[src/pll_ctrl_pkg.sv]
/*
 * Shared constants for the synthesizer control and status register bank:
 * addresses, field positions, reset words, writable masks and codes.
 * Assumes both link ends and the bench import it.
 */
package pll_ctrl_pkg;

    localparam int WORD_W = 32;
    localparam int ADDR_W = 3;
    localparam int RD_BIT = 31;

    // address codes in bits 2:0 of every word
    localparam logic [ADDR_W-1:0] ADDR_REG0 = 3'h0;
    localparam logic [ADDR_W-1:0] ADDR_MODE = 3'h3;
    localparam logic [ADDR_W-1:0] ADDR_DIV = 3'h4;
    localparam logic [ADDR_W-1:0] ADDR_STATUS = 3'h6;

    localparam logic [WORD_W-1:0] MODE_RESET = 32'h00000043;
    localparam logic [WORD_W-1:0] DIV_RESET = 32'h00000004;
    // bits that are stored; everything else except the read bit and address reads as zero
    localparam logic [WORD_W-1:0] MODE_USED_MASK = 32'h0003fff8;
    localparam logic [WORD_W-1:0] DIV_USED_MASK = 32'h003ffff8;
    localparam logic [WORD_W-1:0] ADDR_MASK = 32'h00000007;

    // mode and test configuration fields
    localparam int ZERO_FRAC_SEL_BIT = 17;
    localparam int PUMP_TEST_HI = 16;
    localparam int PUMP_TEST_LO = 15;
    localparam int REINIT_POLICY_BIT = 14;
    localparam int OUTPUT_CLAMP_BIT = 13;
    localparam int LINEARITY_HI = 12;
    localparam int LINEARITY_LO = 11;
    localparam int INTEGER_MODE_BIT = 10;
    localparam int LD_ALGO_BIT = 9;
    localparam int LD_SPEED_BIT = 8;
    localparam int LD_WINDOW_BIT = 7;
    localparam int POLARITY_BIT = 6;
    localparam int POWER_DOWN_BIT = 5;
    localparam int PUMP_HIZ_BIT = 4;
    localparam int COUNTER_HOLD_BIT = 3;

    // divider and conversion control fields
    localparam int REF_OFF_BIT = 21;
    localparam int DIV_FN_HI = 20;
    localparam int DIV_FN_LO = 19;
    localparam int DIV_VAL_HI = 18;
    localparam int DIV_VAL_LO = 7;
    localparam int CONV_SRC_HI = 6;
    localparam int CONV_SRC_LO = 4;
    localparam int CONV_START_BIT = 3;
    localparam int DIV_VAL_W = DIV_VAL_HI - DIV_VAL_LO + 1;

    // readback status fields
    localparam int POR_FLAG_BIT = 11;
    localparam int CONV_VALID_BIT = 10;
    localparam int RESULT_HI = 9;
    localparam int RESULT_LO = 3;
    localparam int RESULT_W = RESULT_HI - RESULT_LO + 1;

    localparam logic [1:0] PUMP_TEST_NORMAL = 2'h0;
    localparam logic [1:0] PUMP_TEST_SOURCE = 2'h2;
    localparam logic [1:0] PUMP_TEST_SINK = 2'h3;
    localparam logic [1:0] LINEARITY_OFF = 2'h0;
    localparam logic [1:0] DIV_FN_OFF = 2'h0;
    localparam logic [1:0] DIV_FN_FAST_LOCK = 2'h1;
    localparam logic [1:0] DIV_FN_PHASE_ADJ = 2'h2;
    localparam logic [1:0] DIV_FN_CONV_CLK = 2'h3;
    localparam logic [2:0] CONV_SRC_OFF = 3'h0;
    localparam logic [2:0] CONV_SRC_TEMP = 3'h1;

    // lock-detect speed threshold on the comparison frequency
    localparam int LD_SPEED_LIMIT_MHZ = 32;
    localparam logic [17:0] LD_SPEED_LIMIT_KHZ = 18'(LD_SPEED_LIMIT_MHZ * 1000);

endpackage

[src/pll_ctrl_link_if.sv]
/*
 * Word link between the host controller and the register bank.
 * Assumes both ends run on the same ref_clk, supplied outside.
 */
`timescale 1ns/1ns
`default_nettype none
interface pll_ctrl_link_if;
    import pll_ctrl_pkg::*;

    logic word_valid;
    logic [WORD_W-1:0] word;
    logic rdata_valid;
    logic [WORD_W-1:0] rdata;

    modport device (
        input word_valid,
        input word,
        output rdata_valid,
        output rdata
    );

    modport host (
        output word_valid,
        output word,
        input rdata_valid,
        input rdata
    );
endinterface
`default_nettype wire

[src/pll_ctrl_device.sv]
/*
 * Device end: mode, divider and status registers of the synthesizer,
 * with decoded control outputs to the analog and counter logic.
 * Assumes the host follows the word format and that the converter,
 * fraction-zero and register 0..2 logic live on ref_clk beside it.
 */
`timescale 1ns/1ns
`default_nettype none
module pll_ctrl_device #(
    parameter int RES_W = 7
) (
    // clock and reset
    input wire logic ref_clk,
    input wire logic rstn,
    // link from the host
    pll_ctrl_link_if.device link,
    // synthesizer state inputs
    input wire logic fraction_zero,
    input wire logic conversion_done,
    input wire logic [RES_W-1:0] conversion_result,
    // loop and lock-detect controls
    output logic integer_mode,
    output logic pump_force_source,
    output logic pump_force_sink,
    output logic pump_linearity_mode,
    output logic pump_output_clamp,
    output logic pump_hiz,
    output logic phase_polarity_positive,
    output logic lock_detect_algorithm,
    output logic lock_detect_speed,
    output logic lock_detect_window,
    output logic software_power_down,
    output logic counters_hold,
    output logic modulator_reinit,
    // reference, divider and converter controls
    output logic reference_stage_off,
    output logic [1:0] divider_function_select,
    output logic [pll_ctrl_pkg::DIV_VAL_W-1:0] divider_value,
    output logic [2:0] converter_source_select,
    output logic conversion_start,
    // words for registers kept outside this bank
    output logic ext_write_valid,
    output logic [pll_ctrl_pkg::WORD_W-1:0] ext_write_word
);
    import pll_ctrl_pkg::*;

    // refused at elaboration: the status word has room for exactly this width
    if (RES_W != RESULT_W) begin : g_res_w_check
        $error("result width must match the status field");
    end

    logic [WORD_W-1:0] mode_reg, next_mode_reg;
    logic [WORD_W-1:0] div_reg, next_div_reg;
    logic por_pending, next_por_pending;
    logic conv_valid, next_conv_valid;
    logic [RES_W-1:0] conv_result, next_conv_result;
    logic rdata_valid, next_rdata_valid;
    logic [WORD_W-1:0] rdata, next_rdata;
    logic reinit_pulse, next_reinit_pulse;
    logic start_pulse, next_start_pulse;
    logic ext_valid, next_ext_valid;
    logic [WORD_W-1:0] ext_word, next_ext_word;

    logic is_read, is_write;
    logic [ADDR_W-1:0] addr;
    logic [WORD_W-1:0] status_word;
    logic [WORD_W-1:0] div_candidate;

    // readback carries the read bit and the register's own address
    function automatic logic [WORD_W-1:0] tag_word(input logic [WORD_W-1:0] body,
                                                   input logic [ADDR_W-1:0] a);
        logic [WORD_W-1:0] w;
        w = body & ~ADDR_MASK;
        w[RD_BIT] = 1'b1;
        w = w | {{(WORD_W-ADDR_W){1'b0}}, a};
        return w;
    endfunction

    assign is_read = link.word_valid & link.word[RD_BIT];
    assign is_write = link.word_valid & ~link.word[RD_BIT];
    assign addr = link.word[ADDR_W-1:0];

    always_comb begin
        status_word = '0;
        status_word[POR_FLAG_BIT] = por_pending;
        status_word[CONV_VALID_BIT] = conv_valid;
        status_word[RESULT_HI:RESULT_LO] = conv_result;
    end

    always_comb begin
        div_candidate = link.word & DIV_USED_MASK;
        // a zero divider is never stored; the old value is kept
        if (div_candidate[DIV_VAL_HI:DIV_VAL_LO] == '0) begin
            div_candidate[DIV_VAL_HI:DIV_VAL_LO] = div_reg[DIV_VAL_HI:DIV_VAL_LO];
        end
    end

    always_comb begin
        next_mode_reg = mode_reg;
        next_div_reg = div_reg;
        next_por_pending = por_pending;
        next_conv_valid = conv_valid;
        next_conv_result = conv_result;
        next_rdata_valid = 1'b0;
        next_rdata = rdata;
        next_reinit_pulse = 1'b0;
        next_start_pulse = 1'b0;
        next_ext_valid = 1'b0;
        next_ext_word = ext_word;
        if (is_write) begin
            case (addr)
                ADDR_MODE: begin
                    next_mode_reg = link.word & MODE_USED_MASK;
                end
                ADDR_DIV: begin
                    next_div_reg = div_candidate;
                    // start only counts with the temperature sensor routed
                    if (link.word[CONV_START_BIT]
                            && link.word[CONV_SRC_HI:CONV_SRC_LO] == CONV_SRC_TEMP) begin
                        next_start_pulse = 1'b1;
                        next_conv_valid = 1'b0;
                    end
                end
                default: begin
                    next_ext_valid = 1'b1;
                    next_ext_word = link.word;
                    if (addr == ADDR_REG0 && !mode_reg[REINIT_POLICY_BIT]) begin
                        next_reinit_pulse = 1'b1;
                    end
                end
            endcase
        end
        if (is_read) begin
            next_rdata_valid = 1'b1;
            case (addr)
                ADDR_MODE: next_rdata = tag_word(mode_reg, addr);
                ADDR_DIV: next_rdata = tag_word(div_reg, addr);
                ADDR_STATUS: begin
                    next_rdata = tag_word(status_word, addr);
                    next_por_pending = 1'b0;
                end
                default: next_rdata = tag_word('0, addr);
            endcase
        end
        // a result arriving with a new start still lands
        if (conversion_done) begin
            next_conv_valid = 1'b1;
            next_conv_result = conversion_result;
        end
    end

    always_ff @(posedge ref_clk) begin
        if (!rstn) begin
            mode_reg <= MODE_RESET;
            div_reg <= DIV_RESET;
            por_pending <= 1'b1;
            conv_valid <= 1'b0;
            conv_result <= '0;
            rdata_valid <= 1'b0;
            rdata <= '0;
            reinit_pulse <= 1'b0;
            start_pulse <= 1'b0;
            ext_valid <= 1'b0;
            ext_word <= '0;
        end else begin
            mode_reg <= next_mode_reg;
            div_reg <= next_div_reg;
            por_pending <= next_por_pending;
            conv_valid <= next_conv_valid;
            conv_result <= next_conv_result;
            rdata_valid <= next_rdata_valid;
            rdata <= next_rdata;
            reinit_pulse <= next_reinit_pulse;
            start_pulse <= next_start_pulse;
            ext_valid <= next_ext_valid;
            ext_word <= next_ext_word;
        end
    end

    assign link.rdata_valid = rdata_valid;
    assign link.rdata = rdata;

    // fraction_zero is live, so integer mode follows it without a write
    assign integer_mode = mode_reg[INTEGER_MODE_BIT]
        | (fraction_zero & mode_reg[ZERO_FRAC_SEL_BIT]);
    assign pump_force_source = (mode_reg[PUMP_TEST_HI:PUMP_TEST_LO] == PUMP_TEST_SOURCE);
    assign pump_force_sink = (mode_reg[PUMP_TEST_HI:PUMP_TEST_LO] == PUMP_TEST_SINK);
    assign pump_linearity_mode = (mode_reg[LINEARITY_HI:LINEARITY_LO] != LINEARITY_OFF);
    assign pump_output_clamp = mode_reg[OUTPUT_CLAMP_BIT];
    assign pump_hiz = mode_reg[PUMP_HIZ_BIT];
    assign phase_polarity_positive = mode_reg[POLARITY_BIT];
    assign lock_detect_algorithm = mode_reg[LD_ALGO_BIT];
    assign lock_detect_speed = mode_reg[LD_SPEED_BIT];
    assign lock_detect_window = mode_reg[LD_WINDOW_BIT];
    assign software_power_down = mode_reg[POWER_DOWN_BIT];
    assign counters_hold = mode_reg[COUNTER_HOLD_BIT];
    assign modulator_reinit = reinit_pulse;

    assign reference_stage_off = div_reg[REF_OFF_BIT];
    assign divider_function_select = div_reg[DIV_FN_HI:DIV_FN_LO];
    assign divider_value = div_reg[DIV_VAL_HI:DIV_VAL_LO];
    assign converter_source_select = div_reg[CONV_SRC_HI:CONV_SRC_LO];
    assign conversion_start = start_pulse;

    assign ext_write_valid = ext_valid;
    assign ext_write_word = ext_word;
endmodule
`default_nettype wire

[src/flat_wrapper.sv]
// flat-port wrapper written by rule: the top's interface ports become plain ports
module pll_ctrl_device_flat import pll_ctrl_pkg::*;
#(
    parameter int RES_W = 7
)
  (ref_clk, rstn, fraction_zero, conversion_done, conversion_result, integer_mode, pump_force_source, pump_force_sink, pump_linearity_mode, pump_output_clamp, pump_hiz, phase_polarity_positive, lock_detect_algorithm, lock_detect_speed, lock_detect_window, software_power_down, counters_hold, modulator_reinit, reference_stage_off, divider_function_select, divider_value, converter_source_select, conversion_start, ext_write_valid, ext_write_word, link_word_valid, link_word, link_rdata_valid, link_rdata);
  pll_ctrl_link_if link_i ();
  input wire logic ref_clk;
  input wire logic rstn;
  input wire logic fraction_zero;
  input wire logic conversion_done;
  input wire logic [RES_W-1:0] conversion_result;
  output logic integer_mode;
  output logic pump_force_source;
  output logic pump_force_sink;
  output logic pump_linearity_mode;
  output logic pump_output_clamp;
  output logic pump_hiz;
  output logic phase_polarity_positive;
  output logic lock_detect_algorithm;
  output logic lock_detect_speed;
  output logic lock_detect_window;
  output logic software_power_down;
  output logic counters_hold;
  output logic modulator_reinit;
  output logic reference_stage_off;
  output logic [1:0] divider_function_select;
  output logic [pll_ctrl_pkg::DIV_VAL_W-1:0] divider_value;
  output logic [2:0] converter_source_select;
  output logic conversion_start;
  output logic ext_write_valid;
  output logic [pll_ctrl_pkg::WORD_W-1:0] ext_write_word;
  input wire logic [$bits(link_i.word_valid)-1:0] link_word_valid;
  input wire logic [$bits(link_i.word)-1:0] link_word;
  output wire logic [$bits(link_i.rdata_valid)-1:0] link_rdata_valid;
  output wire logic [$bits(link_i.rdata)-1:0] link_rdata;
  assign link_i.word_valid = link_word_valid;
  assign link_i.word = link_word;
  assign link_rdata_valid = link_i.rdata_valid;
  assign link_rdata = link_i.rdata;
  pll_ctrl_device #(.RES_W(RES_W)) u_core (.ref_clk(ref_clk), .rstn(rstn), .link(link_i), .fraction_zero(fraction_zero), .conversion_done(conversion_done), .conversion_result(conversion_result), .integer_mode(integer_mode), .pump_force_source(pump_force_source), .pump_force_sink(pump_force_sink), .pump_linearity_mode(pump_linearity_mode), .pump_output_clamp(pump_output_clamp), .pump_hiz(pump_hiz), .phase_polarity_positive(phase_polarity_positive), .lock_detect_algorithm(lock_detect_algorithm), .lock_detect_speed(lock_detect_speed), .lock_detect_window(lock_detect_window), .software_power_down(software_power_down), .counters_hold(counters_hold), .modulator_reinit(modulator_reinit), .reference_stage_off(reference_stage_off), .divider_function_select(divider_function_select), .divider_value(divider_value), .converter_source_select(converter_source_select), .conversion_start(conversion_start), .ext_write_valid(ext_write_valid), .ext_write_word(ext_write_word));
endmodule
[config.mk]
export PLATFORM = sky130hd
export DESIGN_NAME = pll_ctrl_device_flat
export DESIGN_NICKNAME = d
export VERILOG_FILES = /design/src/pll_ctrl_pkg.sv /design/src/pll_ctrl_link_if.sv /design/src/pll_ctrl_device.sv /design/src/flat_wrapper.sv
export SDC_FILE = /design/constraint.sdc
export NUM_CORES = 1
export LEC_CHECK = 0
export ABC_CLOCK_PERIOD_IN_PS = 1520
export BUFFER_PORTS_ARGS = -buffer_cell sky130_fd_sc_hd__buf_2
export CORE_ASPECT_RATIO = 0.7
export CORE_UTILIZATION = 30
export CTS_BUF_LIST = sky130_fd_sc_hd__clkbuf_8
export CTS_CLUSTER_DIAMETER = 200
export CTS_CLUSTER_SIZE = 20
export DETAILED_ROUTE_END_ITERATION = 6
export SLEW_MARGIN = 30
export SYNTH_ARGS = -nofsm -noshare
export SYNTH_HDL_FRONTEND = slang
export SYNTH_SLANG_ARGS = --single-unit
[constraint.sdc]
create_clock -name ref_clk -period 1.52 [get_ports ref_clk]
set_clock_uncertainty 0.05 [all_clocks]
set_input_delay 0.228 -clock ref_clk [delete_from_list [all_inputs] [get_ports ref_clk]]
set_output_delay 0.228 -clock ref_clk [all_outputs]
set_load 0.01 [all_outputs]
==> flow_summary.json <==
{
  "regArea_sq_um": 2040,
  "rrSetupSlack_ns": 0.31,
  "timing.rr.end": "u_core.modulator_reinit",
  "fin_area_sq_um": 5430,
  "p_leak_uw": 0.00239,
  "antenna_cells": 0,
  "crit_start": "u_core.mode_reg[11]",
  "area_growth_syn_to_layout_pct": 27.5,
  "endpoint_kind": "output port",
  "hold_violations": 0,
  "clk_latency_ns": 0.37,
  "synth.top_cell.area_share": 0.480,
  "power.density_nw_per_um2": 1050,
  "overflow": 0,
  "p_seq_frac": 0.495,
  "hold_buffers": 0,
  "peakVddDrop_v": 0.000488,
  "synth_area_leaders": "dfxtp_1, nand2_1, a21boi_0",
  "cts.sinks": 102,
  "yosysMostFrequentCell": "nand2_1",
  "synth.largest_area_cell": "dfxtp_1",
  "timing.final.crit_period_ns": 1.40,
  "clk_pin_slew_worst_paths_ns": 0.09,
  "finalWirelength_um": 12600,
  "syn_avg_cell_area_sq_um": 8.85,
  "core.rowCount": 36,
  "grt.total_usage": 0.178,
  "min_period_over_period": 0.924,
  "outcome": "finished, final reports clean",
  "worstRegToRegCells": 2,
  "drt_iter0_drc": 193,
  "r2r_start": "u_core.mode_reg[14]",
  "fp.dieH_um": 102,
  "nFillCells": 1434,
  "cts-buffers-inserted": 9,
  "drc": 0,
  "initial_core_util": 0.307,
  "largest_register_ffs": 32,
  "core_area_sq_um": 13900,
  "start_kind": "register",
  "async_reset_ff_frac": 0,
  "synth_seq_area_share": 0.480,
  "drive_above_1_share": 0.326,
  "ant_nets": 0,
  "cts_tree": "built",
  "max_cap_viol_count": 0,
  "grt_pass1_wl_um": 19300,
  "grt_max_degree": 114,
  "worstPathArrival_ns": 1.13,
  "post-cts-setup-buffers": 0,
  "fmax_ghz": 0.712,
  "setup_viol": 0,
  "port-buffer-count": 132,
  "synth-edff-count": 0,
  "synth_flop_cell": "dfxtp_1",
  "swShare": 0.237,
  "grt_pass1_vias": 3381,
  "drv_slew": 0,
  "multi_input_area_sq_um": 1890,
  "ys_seq_elements": 102,
  "gp_congestion": 0.790,
  "synth_commonest_cells": "nand2_1, dfxtp_1, a21boi_0, buf_4, clkbuf_1",
  "placed_cell_area_sq_um": 5160,
  "critPathKind": "register to output port",
  "yosys_warnings": 0,
  "crit_fanout": 3,
  "synthCells": 481,
  "place_hpwl_um": 9470,
  "grt_setup_unrepaired": "no",
  "die_w_um": 144,
  "syn_area_sq_um": 4260,
  "combPwrFrac": 0.111,
  "cts_buffer_depth": 2,
  "via_count": 3679,
  "fin_nets": 650,
  "crit_required_ns": 1.24,
  "post-route-util": 0.391,
  "io_pins": 142,
  "power_switching_uw": 1350,
  "antenna_found_initial": 0,
  "htree_levels": 3,
  "synth_cell_types": 35,
  "internal-power_uw": 4340,
  "die_area_sq_um": 14700,
  "dr.pass1.iters": 6,
  "clockRootBuffer": "clkbuf_8",
  "crit_end": "pump_linearity_mode",
  "clkPwrFrac": 0.394,
  "viasPerCell": 4.59,
  "wl_per_cell_um": 15.8,
  "cts_resized": 0,
  "hold_path.class": "input pin to register"
}
-- worst max-delay path, cell delays in order, from the launching register on --
cell	delay [ns]
dfxtp_1	0.33
or2_2	0.28
buf_2	0.14
-- power by group through the flow --
| stage | combinational (uW) | clock (uW) | sequential [uW] |
|---|---|---|---|
| after floorplan | 316 | 0 | 2900 |
| after global placement | 627 | 0 | 2880 |
| after detailed placement | 638 | 0 | 2880 |
| after CTS | 640 | 2320 | 2820 |
| after global routing | 701 | 2420 | 2830 |
| final | 635 | 2240 | 2820 |
-- per-stage QoR --
stage | total power, uW | setup slack [ns] | hold slack, ns | std cells | TNS (ns)
2_1_floorplan | 3220 | 0.144 | 0.254 | 489 | 0
3_3_place_gp | 3500 | -0.00571 | 0.379 | 785 | -0.00571
3_5_place_dp | 3520 | -0.107 | 0.398 | 785 | -0.721
4_1_cts | 5770 | 0.0872 | 0.00630 | 801 | 0
5_1_grt | 5950 | 0.0279 | 0.0275 | 801 | 0
6_report | 5700 | 0.115 | 0.0314 | 801 | 0
-- kinds of logic after synthesis --
kind of cell    Yosys count  synth area share
compound gates           83             0.150
buf+inv                  61            0.0840
flops                   102             0.480
mux                      24            0.0591
other cells               1          0.000881
simple gates            210             0.226
-- routing by layer --
metal  wire, um  up-vias  global-route usage  part of all wire
li1           -     1830                   -                 -
met1       6320     1717               0.257              0.50
met2       5160      124               0.250              0.41
met3       1060        8              0.0600             0.084
met4         79        0              0.0437            0.0063
met5          0        -                   0                 0
-- layout make-up --
class | instances | share of cell area
well taps | 190 | 0.0438
flip-flops and latches | 102 | 0.376
clock buffers | 10 | 0.0253
clock inverters | 6 | 0.0244
repair buffers | 167 | 0.182
multi-input cells | 326 | 0.349
-- cells in the final DEF, fill, tap and decap left out, types with 2 or more instances in the layout --
cell       instances
clkbuf_8          10
a22oi_1            2
and2_1             5
a21boi_1           9
o21ai_0            4
nand2b_1           2
and3_1             3
nand3_1           10
nor3_1             2
nor4_1             3
buf_12             5
buf_4             30
nor3b_1           15
dfxtp_1          102
nor2b_1           12
bufinv_16          4
mux2i_1           15
a221oi_1          15
nand2_1          135
mux2_2             9
nor2_1            16
conb_1             9
buf_2            132
o21a_1             2
a21boi_0          48
-- how the worst min path moves through the flow --
stage / startpoint / end / cells after the start
6_report: link_word[23] / u_core.ext_write_word[23] / 3
5_1_grt: link_word[28] / u_core.ext_write_word[28] / 3
2_1_floorplan: link_word[2] / u_core.modulator_reinit / 1
3_5_place_dp: u_core.ext_write_word[18] / u_core.ext_write_word[18] / 2
3_3_place_gp: u_core.por_pending / u_core.por_pending / 2
4_1_cts: link_word[23] / u_core.ext_write_word[23] / 3
Note: power is estimated with default switching activity, not from simulation.
